**src/hdl/cdp_pkg.sv**
```systemverilog
// Constants and carriers for the 64 kbit/s codirectional slot adapter.
// Assumes one system clock; every line-side clock arrives as a sampled input.
package cdp_pkg;
  // ==========================================================
  // Register map
  localparam logic [7:0] CDP_ADDR_CTRL = 8'h00;
  localparam logic [7:0] CDP_ADDR_STAT = 8'h04;
  localparam logic [5:0] CDP_CTRL_RESET = 6'h13;
  localparam int CDP_STAT_ALARM = 0;
  localparam int CDP_STAT_SEEK = 1;
  localparam int CDP_STAT_TX_IDLE = 2;
  localparam int CDP_STAT_TX_REPEAT = 3;
  localparam logic [1:0] CDP_RESP_OKAY = 2'h0;
  localparam logic [1:0] CDP_RESP_SLVERR = 2'h2;

  // ==========================================================
  // Sampled input lanes
  localparam int CDP_IN_W = 11;
  localparam int CDP_IN_TXBCK = 0;
  localparam int CDP_IN_TXLCK = 1;
  localparam int CDP_IN_RXBCK = 2;
  localparam int CDP_IN_RECCK = 3;
  localparam int CDP_IN_TXDAT = 4;
  localparam int CDP_IN_TXSA = 5;
  localparam int CDP_IN_TXSB = 6;
  localparam int CDP_IN_RXSA = 7;
  localparam int CDP_IN_RXSB = 8;
  localparam int CDP_IN_RXP = 9;
  localparam int CDP_IN_RXN = 10;

  // ==========================================================
  // Line timing in recovery-clock ticks, unit intervals, bit indices and octet counts
  localparam logic [4:0] CDP_BIT_LAST = 5'h1F;
  localparam logic [4:0] CDP_SEEK_LAST = 5'h0F;
  localparam logic [4:0] CDP_POL_TICK = 5'h04;
  localparam logic [4:0] CDP_DAT_TICK = 5'h14;
  localparam logic [4:0] CDP_MID_TICK = 5'h10;
  localparam logic [4:0] CDP_LOCK_WIN = 5'h03;
  localparam logic [1:0] CDP_UI_LAST = 2'h3;
  localparam logic [2:0] CDP_BIT_IDX_LAST = 3'h7;
  localparam logic [2:0] CDP_VIOL_PREV = 3'h6;
  localparam logic [3:0] CDP_MISS_LIMIT = 4'h8;

  typedef struct packed {
    logic rec_src_bit;
    logic octet_lock_blank_enable;
    logic force_blank;
    logic tx_send_alarm;
    logic rx_slot_pick;
    logic tx_slot_pick;
  } cdp_ctrl_s;

  typedef struct packed {
    logic blank;
    logic [7:0] data;
  } cdp_octet_s;
endpackage : cdp_pkg

```
**src/hdl/cdp_sync3.sv**
```systemverilog
// Three-stage synchroniser with agreement filter and edge pulses.
// Assumes inputs are asynchronous levels; outputs are in the aclk domain.
`timescale 1ns/1ns
`default_nettype none
module cdp_sync3 #(
  parameter int W = 1
) (
  input wire logic aclk,
  input wire logic aresetn,
  input wire logic [W-1:0] d,
  output logic [W-1:0] level,
  output logic [W-1:0] rise,
  output logic [W-1:0] fall
);
  logic [W-1:0] ff1;
  logic [W-1:0] ff2;
  logic [W-1:0] ff3;

  always_ff @(posedge aclk) begin
    if (!aresetn) begin
      ff1 <= '0;
      ff2 <= '0;
      ff3 <= '0;
      level <= '0;
    end else begin
      ff1 <= d;
      ff2 <= ff1;
      ff3 <= ff2;
      level <= (ff2 & ff3) | (level & (ff2 | ff3));
    end
  end

  assign rise = ff2 & ff3 & ~level;
  assign fall = ~ff2 & ~ff3 & level;
endmodule : cdp_sync3
`default_nettype wire

```
**src/hdl/cdp_clk_recover.sv**
```systemverilog
// Bit timing recovery: variable-length tick counter resynchronised on marks.
// Assumes tick and onset are single-cycle pulses in the aclk domain.
`timescale 1ns/1ns
`default_nettype none
module cdp_clk_recover
  import cdp_pkg::*;
(
  input wire logic aclk,
  input wire logic aresetn,
  input wire logic tick,
  input wire logic onset,
  output logic pol_strobe,
  output logic dat_strobe,
  output logic seek
);
  logic [4:0] cnt;
  logic pend;

  always_ff @(posedge aclk) begin
    if (!aresetn) begin
      pend <= 1'b0;
    end else begin
      pend <= onset | (pend & ~tick);
    end
  end

  always_ff @(posedge aclk) begin
    if (!aresetn) begin
      cnt <= 5'h00;
      seek <= 1'b1;
    end else if (tick) begin
      if (pend && (seek || cnt >= CDP_BIT_LAST - CDP_LOCK_WIN || cnt <= CDP_LOCK_WIN)) begin
        cnt <= 5'h01;
        seek <= 1'b0;
      end else if (pend && !seek && cnt != CDP_MID_TICK && cnt != CDP_MID_TICK + 5'h01) begin
        cnt <= 5'h00;
        seek <= 1'b1;
      end else if (seek) begin
        cnt <= (cnt >= CDP_SEEK_LAST) ? 5'h00 : cnt + 5'h01;
      end else begin
        cnt <= (cnt == CDP_BIT_LAST) ? 5'h00 : cnt + 5'h01;
      end
    end
  end

  assign pol_strobe = tick & ~seek & (cnt == CDP_POL_TICK);
  assign dat_strobe = tick & ~seek & (cnt == CDP_DAT_TICK);
endmodule : cdp_clk_recover
`default_nettype wire

```
**src/hdl/cdp_adapter.sv**
```systemverilog
// Codirectional 64 kbit/s line code to PCM time-slot adapter, both ways.
// Assumes all line and slot pins are asynchronous to aclk and much slower.
// Operation
// - Transmit envelope is slot A when the transmit pick is high, else slot B.
// - Eight bits sampled on bit-clock rises inside envelope, then latched.
// - Latch moves to output register only after previous octet fully sent.
// - Zero bit sends 0101, one bit 0011 on active-low rails.
// - Each bit takes exactly four line-clock periods.
// - Successive bit blocks alternate between positive and negative rail.
// - Seventh and eighth blocks share polarity, marking the octet end.
// - Send-alarm suppresses the octet violation, keeping plain alternation.
// - Missing octet repeated once, then both rails held high.
// - New octet arriving before transfer overwrites the stored one.
// - Receiver decodes rails with recovered timing into two ping-pong registers.
// - Eight bits shifted out on receive bit-clock rises inside envelope.
// - Receive envelope is slot A when the receive pick is high, else B.
// - Serial output changes only within the selected envelope, glitch free.
// - Recovery counter runs on recovery or bit clock, resynced by marks.
// - On lost sync the counter shortens and seeks the next transition.
// - Violations mark octet ends; otherwise timing continues from the last.
// - With supervision low, a missing violation blanks the output high.
// - Eight consecutive missing violations raise the octet alarm.
// - Forced blank drives all ones in the slot.
// - Slow reader drops octets, fast reader repeats the last, alignment kept.
// - Transmitter repeats or drops whole octets only, never partial ones.
`timescale 1ns/1ns
`default_nettype none
module cdp_adapter
  import cdp_pkg::*;
(
  input wire logic aclk,
  input wire logic aresetn,
  input wire logic [7:0] s_axi_awaddr,
  input wire logic s_axi_awvalid,
  output logic s_axi_awready,
  input wire logic [31:0] s_axi_wdata,
  input wire logic [3:0] s_axi_wstrb,
  input wire logic s_axi_wvalid,
  output logic s_axi_wready,
  output logic [1:0] s_axi_bresp,
  output logic s_axi_bvalid,
  input wire logic s_axi_bready,
  input wire logic [7:0] s_axi_araddr,
  input wire logic s_axi_arvalid,
  output logic s_axi_arready,
  output logic [31:0] s_axi_rdata,
  output logic [1:0] s_axi_rresp,
  output logic s_axi_rvalid,
  input wire logic s_axi_rready,
  input wire logic tx_tdm_serial_in,
  input wire logic tx_bit_clock,
  input wire logic tx_slot_a,
  input wire logic tx_slot_b,
  input wire logic tx_line_clock,
  output logic tx_pos_n,
  output logic tx_neg_n,
  input wire logic rx_pos_n,
  input wire logic rx_neg_n,
  input wire logic rx_recovery_clock,
  input wire logic rx_bit_clock,
  input wire logic rx_slot_a,
  input wire logic rx_slot_b,
  output logic rx_tdm_serial_out,
  output logic octet_alarm
);
  // ==========================================================
  // Input sampling
  logic [CDP_IN_W-1:0] in_lvl;
  logic [CDP_IN_W-1:0] in_rise;
  logic [CDP_IN_W-1:0] in_fall;
  cdp_ctrl_s ctrl;

  cdp_sync3 #(.W(CDP_IN_W)) u_sync (
    .aclk(aclk),
    .aresetn(aresetn),
    // Rails inverted so an idle line matches the reset level, no false edge
    .d({~rx_neg_n, ~rx_pos_n, rx_slot_b, rx_slot_a, tx_slot_b, tx_slot_a, tx_tdm_serial_in,
        rx_recovery_clock, rx_bit_clock, tx_line_clock, tx_bit_clock}),
    .level(in_lvl),
    .rise(in_rise),
    .fall(in_fall)
  );

  logic tx_env;
  logic rx_env;
  logic tx_bit_rise;
  logic tx_line_rise;
  logic rx_bit_rise;
  assign tx_env = ctrl.tx_slot_pick ? in_lvl[CDP_IN_TXSA] : in_lvl[CDP_IN_TXSB];
  // Envelope counts from its rise pulse, so a clock rise arriving with it is seen
  assign rx_env = ctrl.rx_slot_pick ? (in_lvl[CDP_IN_RXSA] | in_rise[CDP_IN_RXSA])
                                    : (in_lvl[CDP_IN_RXSB] | in_rise[CDP_IN_RXSB]);
  assign tx_bit_rise = in_rise[CDP_IN_TXBCK];
  assign tx_line_rise = in_rise[CDP_IN_TXLCK];
  assign rx_bit_rise = in_rise[CDP_IN_RXBCK];

  // Mark pattern of one bit block, unit interval ui (active high)
  function automatic logic code_mark(input logic b, input logic [1:0] ui);
    code_mark = b ? (ui < 2'h2) : ~ui[0];
  endfunction : code_mark

  // ==========================================================
  // Transmit input register and storage latch
  logic [7:0] tx_in_sh;
  logic [2:0] tx_in_cnt;
  logic [7:0] tx_latch;
  logic tx_latch_full;
  logic tx_oct_done;
  logic tx_load;
  assign tx_oct_done = tx_bit_rise & tx_env & (tx_in_cnt == CDP_BIT_IDX_LAST);

  always_ff @(posedge aclk) begin
    if (!aresetn) begin
      tx_in_sh <= 8'h00;
      tx_in_cnt <= 3'h0;
    end else if (!tx_env) begin
      tx_in_cnt <= 3'h0;
    end else if (tx_bit_rise) begin
      tx_in_sh <= {tx_in_sh[6:0], in_lvl[CDP_IN_TXDAT]};
      tx_in_cnt <= tx_in_cnt + 3'h1;
    end
  end

  always_ff @(posedge aclk) begin
    if (!aresetn) begin
      tx_latch <= 8'h00;
      tx_latch_full <= 1'b0;
    end else if (tx_oct_done) begin
      tx_latch <= {tx_in_sh[6:0], in_lvl[CDP_IN_TXDAT]};
      tx_latch_full <= 1'b1;
    end else if (tx_load) begin
      tx_latch_full <= 1'b0;
    end
  end

  // ==========================================================
  // Transmit line encoder
  logic [7:0] tx_out_sh;
  logic [1:0] tx_ui;
  logic [2:0] tx_bit;
  logic tx_pol;
  logic tx_sending;
  logic tx_rep_used;
  logic tx_repeat_seen;
  logic tx_blk_end;
  logic tx_oct_end;
  assign tx_blk_end = tx_line_rise & (tx_ui == CDP_UI_LAST);
  assign tx_oct_end = tx_blk_end & (tx_bit == CDP_BIT_IDX_LAST);
  assign tx_load = tx_line_rise & tx_latch_full & (!tx_sending || tx_oct_end);

  always_ff @(posedge aclk) begin
    if (!aresetn) begin
      tx_ui <= 2'h0;
      tx_bit <= 3'h0;
    end else if (tx_line_rise && !tx_sending) begin
      tx_ui <= 2'h0;
      tx_bit <= 3'h0;
    end else if (tx_line_rise) begin
      tx_ui <= tx_ui + 2'h1;
      if (tx_ui == CDP_UI_LAST) begin
        tx_bit <= tx_bit + 3'h1;
      end
    end
  end

  always_ff @(posedge aclk) begin
    if (!aresetn) begin
      tx_out_sh <= 8'h00;
      tx_sending <= 1'b0;
      tx_rep_used <= 1'b0;
      tx_repeat_seen <= 1'b0;
    end else if (tx_load) begin
      tx_out_sh <= tx_latch;
      tx_sending <= 1'b1;
      tx_rep_used <= 1'b0;
    end else if (tx_oct_end) begin
      if (!tx_rep_used) begin
        tx_rep_used <= 1'b1;
        tx_repeat_seen <= 1'b1;
      end else begin
        tx_sending <= 1'b0;
      end
    end
  end

  always_ff @(posedge aclk) begin
    if (!aresetn) begin
      tx_pol <= 1'b0;
    end else if (tx_blk_end && tx_sending) begin
      if (tx_bit == CDP_VIOL_PREV && !ctrl.tx_send_alarm) begin
        tx_pol <= tx_pol;
      end else begin
        tx_pol <= ~tx_pol;
      end
    end
  end

  always_ff @(posedge aclk) begin
    if (!aresetn) begin
      tx_pos_n <= 1'b1;
      tx_neg_n <= 1'b1;
    end else begin
      tx_pos_n <= ~(tx_sending & tx_pol & code_mark(tx_out_sh[~tx_bit], tx_ui));
      tx_neg_n <= ~(tx_sending & ~tx_pol & code_mark(tx_out_sh[~tx_bit], tx_ui));
    end
  end

  // ==========================================================
  // Receive clock recovery and decoder
  logic pol_strobe;
  logic dat_strobe;
  logic rec_seek;
  logic rx_rail_act;
  logic rx_pol_pos;
  logic rx_prev_pol;
  logic rx_have_prev;
  logic rx_bit;
  logic rx_viol;

  cdp_clk_recover u_rec (
    .aclk(aclk),
    .aresetn(aresetn),
    .tick(ctrl.rec_src_bit ? in_rise[CDP_IN_RXBCK] : in_rise[CDP_IN_RECCK]),
    .onset(in_rise[CDP_IN_RXP] | in_rise[CDP_IN_RXN]),
    .pol_strobe(pol_strobe),
    .dat_strobe(dat_strobe),
    .seek(rec_seek)
  );

  assign rx_rail_act = in_lvl[CDP_IN_RXP] | in_lvl[CDP_IN_RXN];
  assign rx_bit = ~rx_rail_act;
  assign rx_viol = rx_have_prev & (rx_pol_pos == rx_prev_pol);

  always_ff @(posedge aclk) begin
    if (!aresetn) begin
      rx_pol_pos <= 1'b0;
      rx_prev_pol <= 1'b0;
      rx_have_prev <= 1'b0;
    end else if (rec_seek) begin
      rx_have_prev <= 1'b0;
    end else if (pol_strobe) begin
      rx_pol_pos <= in_lvl[CDP_IN_RXP];
    end else if (dat_strobe) begin
      rx_prev_pol <= rx_pol_pos;
      rx_have_prev <= 1'b1;
    end
  end

  // ==========================================================
  // Receive octet alignment and supervision
  logic [7:0] rx_sh;
  logic [2:0] rx_idx;
  logic [3:0] rx_miss;
  logic rx_oct_done;
  logic rx_oct_missing;
  assign rx_oct_done = dat_strobe & (rx_viol | (rx_idx == CDP_BIT_IDX_LAST));
  assign rx_oct_missing = rx_oct_done & ~rx_viol;

  always_ff @(posedge aclk) begin
    if (!aresetn) begin
      rx_sh <= 8'h00;
      rx_idx <= 3'h0;
    end else if (dat_strobe) begin
      rx_sh <= {rx_sh[6:0], rx_bit};
      rx_idx <= rx_viol ? 3'h0 : rx_idx + 3'h1;
    end
  end

  always_ff @(posedge aclk) begin
    if (!aresetn) begin
      rx_miss <= 4'h0;
      octet_alarm <= 1'b0;
    end else if (rx_oct_done && rx_viol) begin
      rx_miss <= 4'h0;
      octet_alarm <= 1'b0;
    end else if (rx_oct_missing && rx_miss != CDP_MISS_LIMIT) begin
      rx_miss <= rx_miss + 4'h1;
      octet_alarm <= (rx_miss + 4'h1 == CDP_MISS_LIMIT);
    end
  end

  // ==========================================================
  // Ping-pong storage and slot readout
  cdp_octet_s rx_bank [2];
  logic rx_rd_bank;
  logic rx_new;
  logic rx_take;
  logic [7:0] rx_out_sh;
  logic rx_out_blank;
  logic [2:0] rx_out_idx;
  cdp_octet_s rx_pick;
  assign rx_take = rx_bit_rise & rx_env & (rx_out_idx == 3'h0);
  assign rx_pick = rx_bank[rx_new ? ~rx_rd_bank : rx_rd_bank];

  always_ff @(posedge aclk) begin
    if (!aresetn) begin
      rx_bank[0] <= '{blank: 1'b1, data: 8'hFF};
      rx_bank[1] <= '{blank: 1'b1, data: 8'hFF};
    end else if (rx_oct_done) begin
      // Unread octet in the write bank is overwritten when the reader lags
      rx_bank[~rx_rd_bank] <= '{blank: rx_oct_missing & ~ctrl.octet_lock_blank_enable,
                                data: {rx_sh[6:0], rx_bit}};
    end
  end

  always_ff @(posedge aclk) begin
    if (!aresetn) begin
      rx_rd_bank <= 1'b0;
      rx_new <= 1'b0;
    end else begin
      if (rx_take && rx_new) begin
        rx_rd_bank <= ~rx_rd_bank;
      end
      // Octet landing in the bank swapped in at a take is kept there as the newest
      rx_new <= (rx_oct_done & ~(rx_take & rx_new)) | (rx_new & ~rx_take);
    end
  end

  always_ff @(posedge aclk) begin
    if (!aresetn) begin
      rx_out_sh <= 8'hFF;
      rx_out_blank <= 1'b1;
      rx_out_idx <= 3'h0;
      rx_tdm_serial_out <= 1'b1;
    end else if (!rx_env) begin
      rx_out_idx <= 3'h0;
    end else if (rx_bit_rise) begin
      rx_out_idx <= rx_out_idx + 3'h1;
      if (rx_take) begin
        rx_out_sh <= {rx_pick.data[6:0], 1'b1};
        rx_out_blank <= rx_pick.blank;
        rx_tdm_serial_out <= rx_pick.data[7] | rx_pick.blank | ctrl.force_blank;
      end else begin
        rx_out_sh <= {rx_out_sh[6:0], 1'b1};
        rx_tdm_serial_out <= rx_out_sh[7] | rx_out_blank | ctrl.force_blank;
      end
    end
  end

  // ==========================================================
  // AXI4-Lite register slave
  logic [7:0] aw_addr;
  logic [31:0] w_data;
  logic [3:0] w_strb;
  logic aw_got;
  logic w_got;
  logic [31:0] stat_word;
  always_comb begin
    stat_word = 32'h00000000;
    stat_word[CDP_STAT_ALARM] = octet_alarm;
    stat_word[CDP_STAT_SEEK] = rec_seek;
    stat_word[CDP_STAT_TX_IDLE] = ~tx_sending;
    stat_word[CDP_STAT_TX_REPEAT] = tx_repeat_seen;
  end

  always_ff @(posedge aclk) begin
    if (!aresetn) begin
      aw_got <= 1'b0;
      w_got <= 1'b0;
      aw_addr <= 8'h00;
      w_data <= 32'h00000000;
      w_strb <= 4'h0;
      s_axi_awready <= 1'b1;
      s_axi_wready <= 1'b1;
      s_axi_bvalid <= 1'b0;
      s_axi_bresp <= CDP_RESP_OKAY;
      ctrl <= CDP_CTRL_RESET;
    end else begin
      if (s_axi_awvalid && s_axi_awready) begin
        aw_got <= 1'b1;
        aw_addr <= s_axi_awaddr;
        s_axi_awready <= 1'b0;
      end
      if (s_axi_wvalid && s_axi_wready) begin
        w_got <= 1'b1;
        w_data <= s_axi_wdata;
        w_strb <= s_axi_wstrb;
        s_axi_wready <= 1'b0;
      end
      if (aw_got && w_got && !s_axi_bvalid) begin
        aw_got <= 1'b0;
        w_got <= 1'b0;
        s_axi_bvalid <= 1'b1;
        if (aw_addr == CDP_ADDR_CTRL) begin
          s_axi_bresp <= CDP_RESP_OKAY;
          if (w_strb[0]) begin
            ctrl <= w_data[5:0];
          end
        end else if (aw_addr == CDP_ADDR_STAT) begin
          s_axi_bresp <= CDP_RESP_OKAY;
        end else begin
          s_axi_bresp <= CDP_RESP_SLVERR;
        end
      end
      if (s_axi_bvalid && s_axi_bready) begin
        s_axi_bvalid <= 1'b0;
        s_axi_awready <= 1'b1;
        s_axi_wready <= 1'b1;
      end
    end
  end

  always_ff @(posedge aclk) begin
    if (!aresetn) begin
      s_axi_arready <= 1'b1;
      s_axi_rvalid <= 1'b0;
      s_axi_rdata <= 32'h00000000;
      s_axi_rresp <= CDP_RESP_OKAY;
    end else if (s_axi_arvalid && s_axi_arready) begin
      s_axi_arready <= 1'b0;
      s_axi_rvalid <= 1'b1;
      if (s_axi_araddr == CDP_ADDR_CTRL) begin
        s_axi_rdata <= {26'h0, ctrl};
        s_axi_rresp <= CDP_RESP_OKAY;
      end else if (s_axi_araddr == CDP_ADDR_STAT) begin
        s_axi_rdata <= stat_word;
        s_axi_rresp <= CDP_RESP_OKAY;
      end else begin
        s_axi_rdata <= 32'h00000000;
        s_axi_rresp <= CDP_RESP_SLVERR;
      end
    end else if (s_axi_rvalid && s_axi_rready) begin
      s_axi_rvalid <= 1'b0;
      s_axi_arready <= 1'b1;
    end
  end
endmodule : cdp_adapter
`default_nettype wire

```
**config.mk**
```make
export PLATFORM = sky130hd
export DESIGN_NAME = cdp_adapter
export DESIGN_NICKNAME = d
export VERILOG_FILES = /design/src/hdl/cdp_pkg.sv /design/src/hdl/cdp_sync3.sv /design/src/hdl/cdp_clk_recover.sv /design/src/hdl/cdp_adapter.sv
export SDC_FILE = /design/constraint.sdc
export NUM_CORES = 1
export LEC_CHECK = 0
export ABC_CLOCK_PERIOD_IN_PS = 2600
export BUFFER_PORTS_ARGS = -buffer_cell sky130_fd_sc_hd__buf_2
export CAP_MARGIN = 20
export CORE_UTILIZATION = 30
export DETAILED_ROUTE_END_ITERATION = 6
export PLACE_DENSITY = 0.45
export SETUP_SLACK_MARGIN = 0.1
export SYNTH_ARGS = -nofsm -noshare
export SYNTH_HDL_FRONTEND = slang
export SYNTH_HIERARCHICAL = 1
export SYNTH_SLANG_ARGS = --single-unit
```
**constraint.sdc**
```tcl
create_clock -name aclk -period 2.6 [get_ports aclk]
set_input_delay 0.13 -clock aclk [delete_from_list [all_inputs] [get_ports aclk]]
set_output_delay 0.13 -clock aclk [all_outputs]
set_load 0.05 [all_outputs]
```
==> out/metrics.cfg, run 1 <==
[clock_network]
clock-sinks=175
clk_pin_slew_worst_paths_ns=0.07
cts_max_path_buffers=2
numCtsBuffers=17
cts_tree=done
insertion_delay_ns=0.43
cts_setup_buffers=0
clock-root-buffer=clkbuf_16
ctsHtreeMaxLevel=4

[pwr]
power_w=0.00570
peakVddDrop_uv=262
powerDensity_nw_per_um2=641
cellLeakagePower_nw=3.52

[die]
die_w_um=161
pin_count=115
initial_core_util=0.308
rows=57
die_area_um2=25800
dieHeight_um=161
core-area_um2=24500

[global_route]
overflow=0
antenna_found_initial=0
grt_first_pass_wirelength_um=24600
grt_pass1_vias=4967
grt_max_degree=104
grt_use_total=0.119

[detailed_routing]
dr_total_vias=5256
ant_nets=0
drt_iter0_markers=252
wire_per_inst_um=12.4
drc=0
drt_pass1_iterations=4
postRouteWirelength_um=14600
via_per_inst=4.45

[placed_design]
gp_congestion=0.779
io_buffers=57
post_dp_cell_area_um2=8060
dp_hpwl_um=10000

[flow_run]
maxCapViolCount=0

[layout]
diodes=0
nNetsFinal=930
layout_common_cells=dfxtp_1, nand2_1, buf_2
fin_util=0.362
final_common_cell=dfxtp_1
area_delta_synth_final_pct=17.7
fillCellCount=2503
drive_gt1_frac=0.146
fin_area_um2=8890

[sta]
finalClockSkew_ns=0.0146
relSlewSlack=0.575
fmax_mhz=456
hold_violations=0
grt_setup_unrepaired=false
fin_crit_sh=0.844
setup_tns_ns=0
tightest_slew_ns=0.630
period_needed_ns=2.19
setup-violations-final=0
fin_hold_ws_ns=0.0182
slew_viol_final=0

[hold_path]
hp-class=in -> reg

[synthesis]
netlist_instances=764
avgSynthCellArea_um2=9.89
yosys_warnings=6
syn_area_um2=7550

[critical_path]
endpoint_kind=flop
critPathArrivalTime_ns=2.52
path_class=reg -> reg
crit_required_ns=2.93
start_kind=flop
cp_max_fo=18

[status]
outcome=completed

## final timing paths
path / from / to / slack (ns) / cells past startpoint
setup / recovery: u_sync/ff2[2] / rx_miss[2] / 0.41 / 10
hold / removal: s_axi_wdata[2] / w_data[2] / 0.02 / 3
setup reg to reg: u_sync/ff2[2] / rx_miss[2] / 0.41 / 10
hold reg to reg: u_sync/ff1[9] / u_sync/ff2[9] / 0.43 / 1
## flip-flops by register name, indices dropped and copies added (netlist names), 4 cells and up
signal / cells
w_data: 6
u_rec/cnt: 5
rx_out_sh: 7
tx_out_sh: 8
u_sync/level: 11
tx_in_sh: 7
rx_miss: 4
tx_latch: 8
s_axi_rdata: 6
aw_addr: 8
u_sync/ff2: 11
rx_bank: 18
u_sync/ff3: 11
rx_sh: 7
ctrl: 6
u_sync/ff1: 11
## final cells by class
class,instances,area [um^2],area share
sequential,175,3680,0.414
multi-input combinational,530,3450,0.388
timing repair buffer,97,673,0.0757
clock buffer,19,443,0.0498
tap,324,405,0.0456
clock inverter,13,150,0.0169
inverter,22,83.8,0.00943
## layer usage
metal | wire length [um] | part of all wire | global-route usage
met1 | 7430 | 0.51 | 0.159
met2 | 6420 | 0.44 | 0.188
met3 | 601 | 0.041 | 0.0320
met4 | 138 | 0.0095 | 0.0373
met5 | 0 | 0 | 0
## where the power goes
| group | switching (W) | leakage, nW | internal (W) |
|---|---|---|---|
| clock | 0.00112 | 0.293 | 0.00147 |
| combinational | 0.000215 | 1.83 | 0.000106 |
| sequential | 0.0000283 | 1.40 | 0.00277 |
## repair_timing
action	CTS	global route
hold endpoints to repair	26	0
gates resized for setup	0	0
hold buffers	24	0
## critical path: stages (launching register included)
cell	delay, ns
dfxtp_1	0.35
nand2_1	0.05
nor2_1	0.14
mux2_2	0.19
nand2_1	0.11
nor4_2	0.27
buf_12	0.21
nand2_1	0.13
a211oi_2	0.35
a21oi_1	0.12
a311oi_1	0.19
## metrics by stage
step / worst slack (ns) / std cells
after floorplan: 0.144 / 791
final: 0.407 / 1180
after detailed placement: 0.374 / 1124
after CTS: 0.360 / 1180
after global routing: 0.134 / 1180
after global placement: 0.428 / 1124
(Power assumes the default switching activity.)
==> run 2, diff against run 1 <==
ABC_CLOCK_PERIOD_IN_PS = 2200   (was 2600)
PLACE_DENSITY = 0.43   (was 0.45)
clock period = 2.2 ns   (was 2.6 ns; I/O delays follow)
==> out/metrics.cfg, run 2 (synthesis gave the netlist of run 1 again) <==
[clock_network]
clock-sinks=175  ; unchanged
clock-root-buffer=clkbuf_16  ; unchanged
ctsHtreeMaxLevel=4  ; unchanged
numCtsBuffers=17  ; unchanged
cts_max_path_buffers=2  ; unchanged
clk_pin_slew_worst_paths_ns=0.07  ; about the same
insertion_delay_ns=0.43  ; about the same
cts_tree=done  ; unchanged

[sta]
slew_viol_final=0  ; unchanged
grt_setup_unrepaired=true  ; was false
hold_violations=0  ; unchanged
tightest_slew_ns=0.589  ; was 0.630 ns
period_needed_ns=1.95  ; was 2.19 ns
finalClockSkew_ns=0.0136  ; was 0.0146 ns
fmax_mhz=514  ; was 456 MHz
setup-violations-final=0  ; unchanged
relSlewSlack=0.602  ; was 0.575
fin_crit_sh=0.884  ; was 0.844

[detailed_routing]
drt_iter0_markers=247  ; was 252
dr_total_vias=5366  ; was 5256
wire_per_inst_um=12.8  ; was 12.4 um
ant_nets=0  ; unchanged
via_per_inst=4.51  ; was 4.45
drc=0  ; unchanged
drt_pass1_iterations=4  ; unchanged
postRouteWirelength_um=15200  ; was 14600 um

[critical_path]
path_class=reg -> reg  ; unchanged
critPathArrivalTime_ns=2.26  ; was 2.52 ns
max_stage_delay_ns=0.48  ; was 0.35 ns
crit_required_ns=2.52  ; was 2.93 ns
cp_max_fo=8  ; was 18
endpoint_kind=flop  ; unchanged
crit_family=compound AO/OA/AOI/OAI gates  ; was simple AND/OR/NAND/NOR gates
reg2reg_depth=7  ; was 10
crit_top_cell=ha_1  ; was nand2_1
start_kind=flop  ; unchanged
slowest_stage=dfxtp_1  ; unchanged
rr_endpoint=u_rec/cnt[2]  ; was rx_miss[2]
cp_cell_sequence=ha_1, and3_1, ha_1, nor3_2, a41oi_2, a22oi_1, o21a_1  ; was nand2_1, nor2_1, mux2_2, nand2_1, nor4_2, buf_12, nand2_1, a211oi_2, a21oi_1, a311oi_1
cp_num_buf_inv=0  ; was 1
reg2reg_from=u_rec/cnt[0]  ; was u_sync/ff2[2]
r2r_setup_slack_ns=0.25  ; was 0.41 ns

[die]
initial_core_util=0.308  ; unchanged
rows=57  ; unchanged
core-area_um2=24500  ; unchanged
pin_count=115  ; unchanged
die_w_um=161  ; unchanged
dieHeight_um=161  ; unchanged
die_area_um2=25800  ; unchanged

[layout]
largest_reg_flops=18  ; unchanged
finalNonFillerCells=1189  ; was 1180
final_common_cell=dfxtp_1  ; unchanged
drive_gt1_frac=0.155  ; was 0.146
layout_common_cells=dfxtp_1, nand2_1, buf_2  ; unchanged
diodes=0  ; unchanged
nNetsFinal=939  ; was 930
area_delta_synth_final_pct=19.2  ; was 17.7%
top_register=rx_bank  ; unchanged

[global_route]
grt_use_total=0.124  ; was 0.119
antenna_found_initial=0  ; unchanged
grt_max_degree=76  ; was 104
grt_pass1_vias=5279  ; was 4967
overflow=0  ; unchanged
grt_first_pass_wirelength_um=25600  ; was 24600 um

[hold_path]
min_from=s_axi_wvalid  ; was s_axi_wdata[2]
holdPathStages=2  ; was 3
hp-class=in -> reg  ; unchanged
hold_end=s_axi_wready  ; was w_data[2]

[status]
outcome=completed  ; unchanged

[pwr]
power_w=0.00679  ; was 0.00570 W
cellLeakagePower_nw=3.55  ; was 3.52 nW
powerDensity_nw_per_um2=754  ; was 641 nW/um^2
peakVddDrop_uv=464  ; was 262 uV

[flow_run]
maxCapViolCount=0  ; unchanged

[placed_design]
gp_congestion=0.746  ; was 0.779
dp_hpwl_um=10700  ; was 10000 um
io_buffers=57  ; unchanged
place_inst=1125  ; was 1124

## run 2: power breakdown
part	internal [W]	switching, W
Clock	0.00180	0.00129
Sequential	0.00327	0.0000353
Combinational	0.000132	0.000254
## run 2: stage by stage
stage / setup TNS [ns] / cell area (um^2) / utilization / hold slack (ns) / setup slack [ns]
global placement: 0 / 8070 / 0.329 / 0.328 / 0.153
detailed placement: 0 / 8070 / 0.329 / 0.325 / 0.0647
global route: 0 / 9010 / 0.367 / 0.0454 / 0.0848
CTS: 0 / 8960 / 0.365 / 0.00898 / 0.118
floorplan: -0.340 / 7660 / - / 0.190 / -0.0189
finish: 0 / 9010 / 0.367 / 0.0292 / 0.254
## run 2: metal layers
layer	share of wire	wire length, um	track usage
met4	0.010	156	0.0450
met1	0.49	7430	0.162
met5	0	0	0
met3	0.034	517	0.0315
met2	0.47	7070	0.198
## run 2: how the worst max path moves through the flow
stage                          to           from  cells after the start
floorplan           rx_bank[0][0]  u_sync/ff3[2]                      8
global placement       rx_miss[1]  u_sync/ff3[2]                     10
detailed placement     rx_miss[2]  u_sync/ff3[2]                     10
CTS                    rx_miss[2]  u_sync/ff3[2]                     10
finish               u_rec/cnt[2]   u_rec/cnt[0]                      7
global route           rx_miss[2]  u_sync/ff3[2]                     10
## run 2: cell type report
cell class              instances  area [um^2]
flip-flops and latches        175         3690
repair buffers                106          753
inverters                      22         83.8
multi-input cells             530         3470
well taps                     324          405
fillers                      2470        15500
clock inverters                15          183
clock buffers                  17          425
## run 2: timing repair
action | in CTS | in global routing
setup buffers | 0 | 3
endpoints found under the setup margin | 2 | 46
endpoints found under the hold margin | 32 | 0
pin swaps | 1 | 1
resized for setup | 0 | 6
hold buffers | 29 | 0
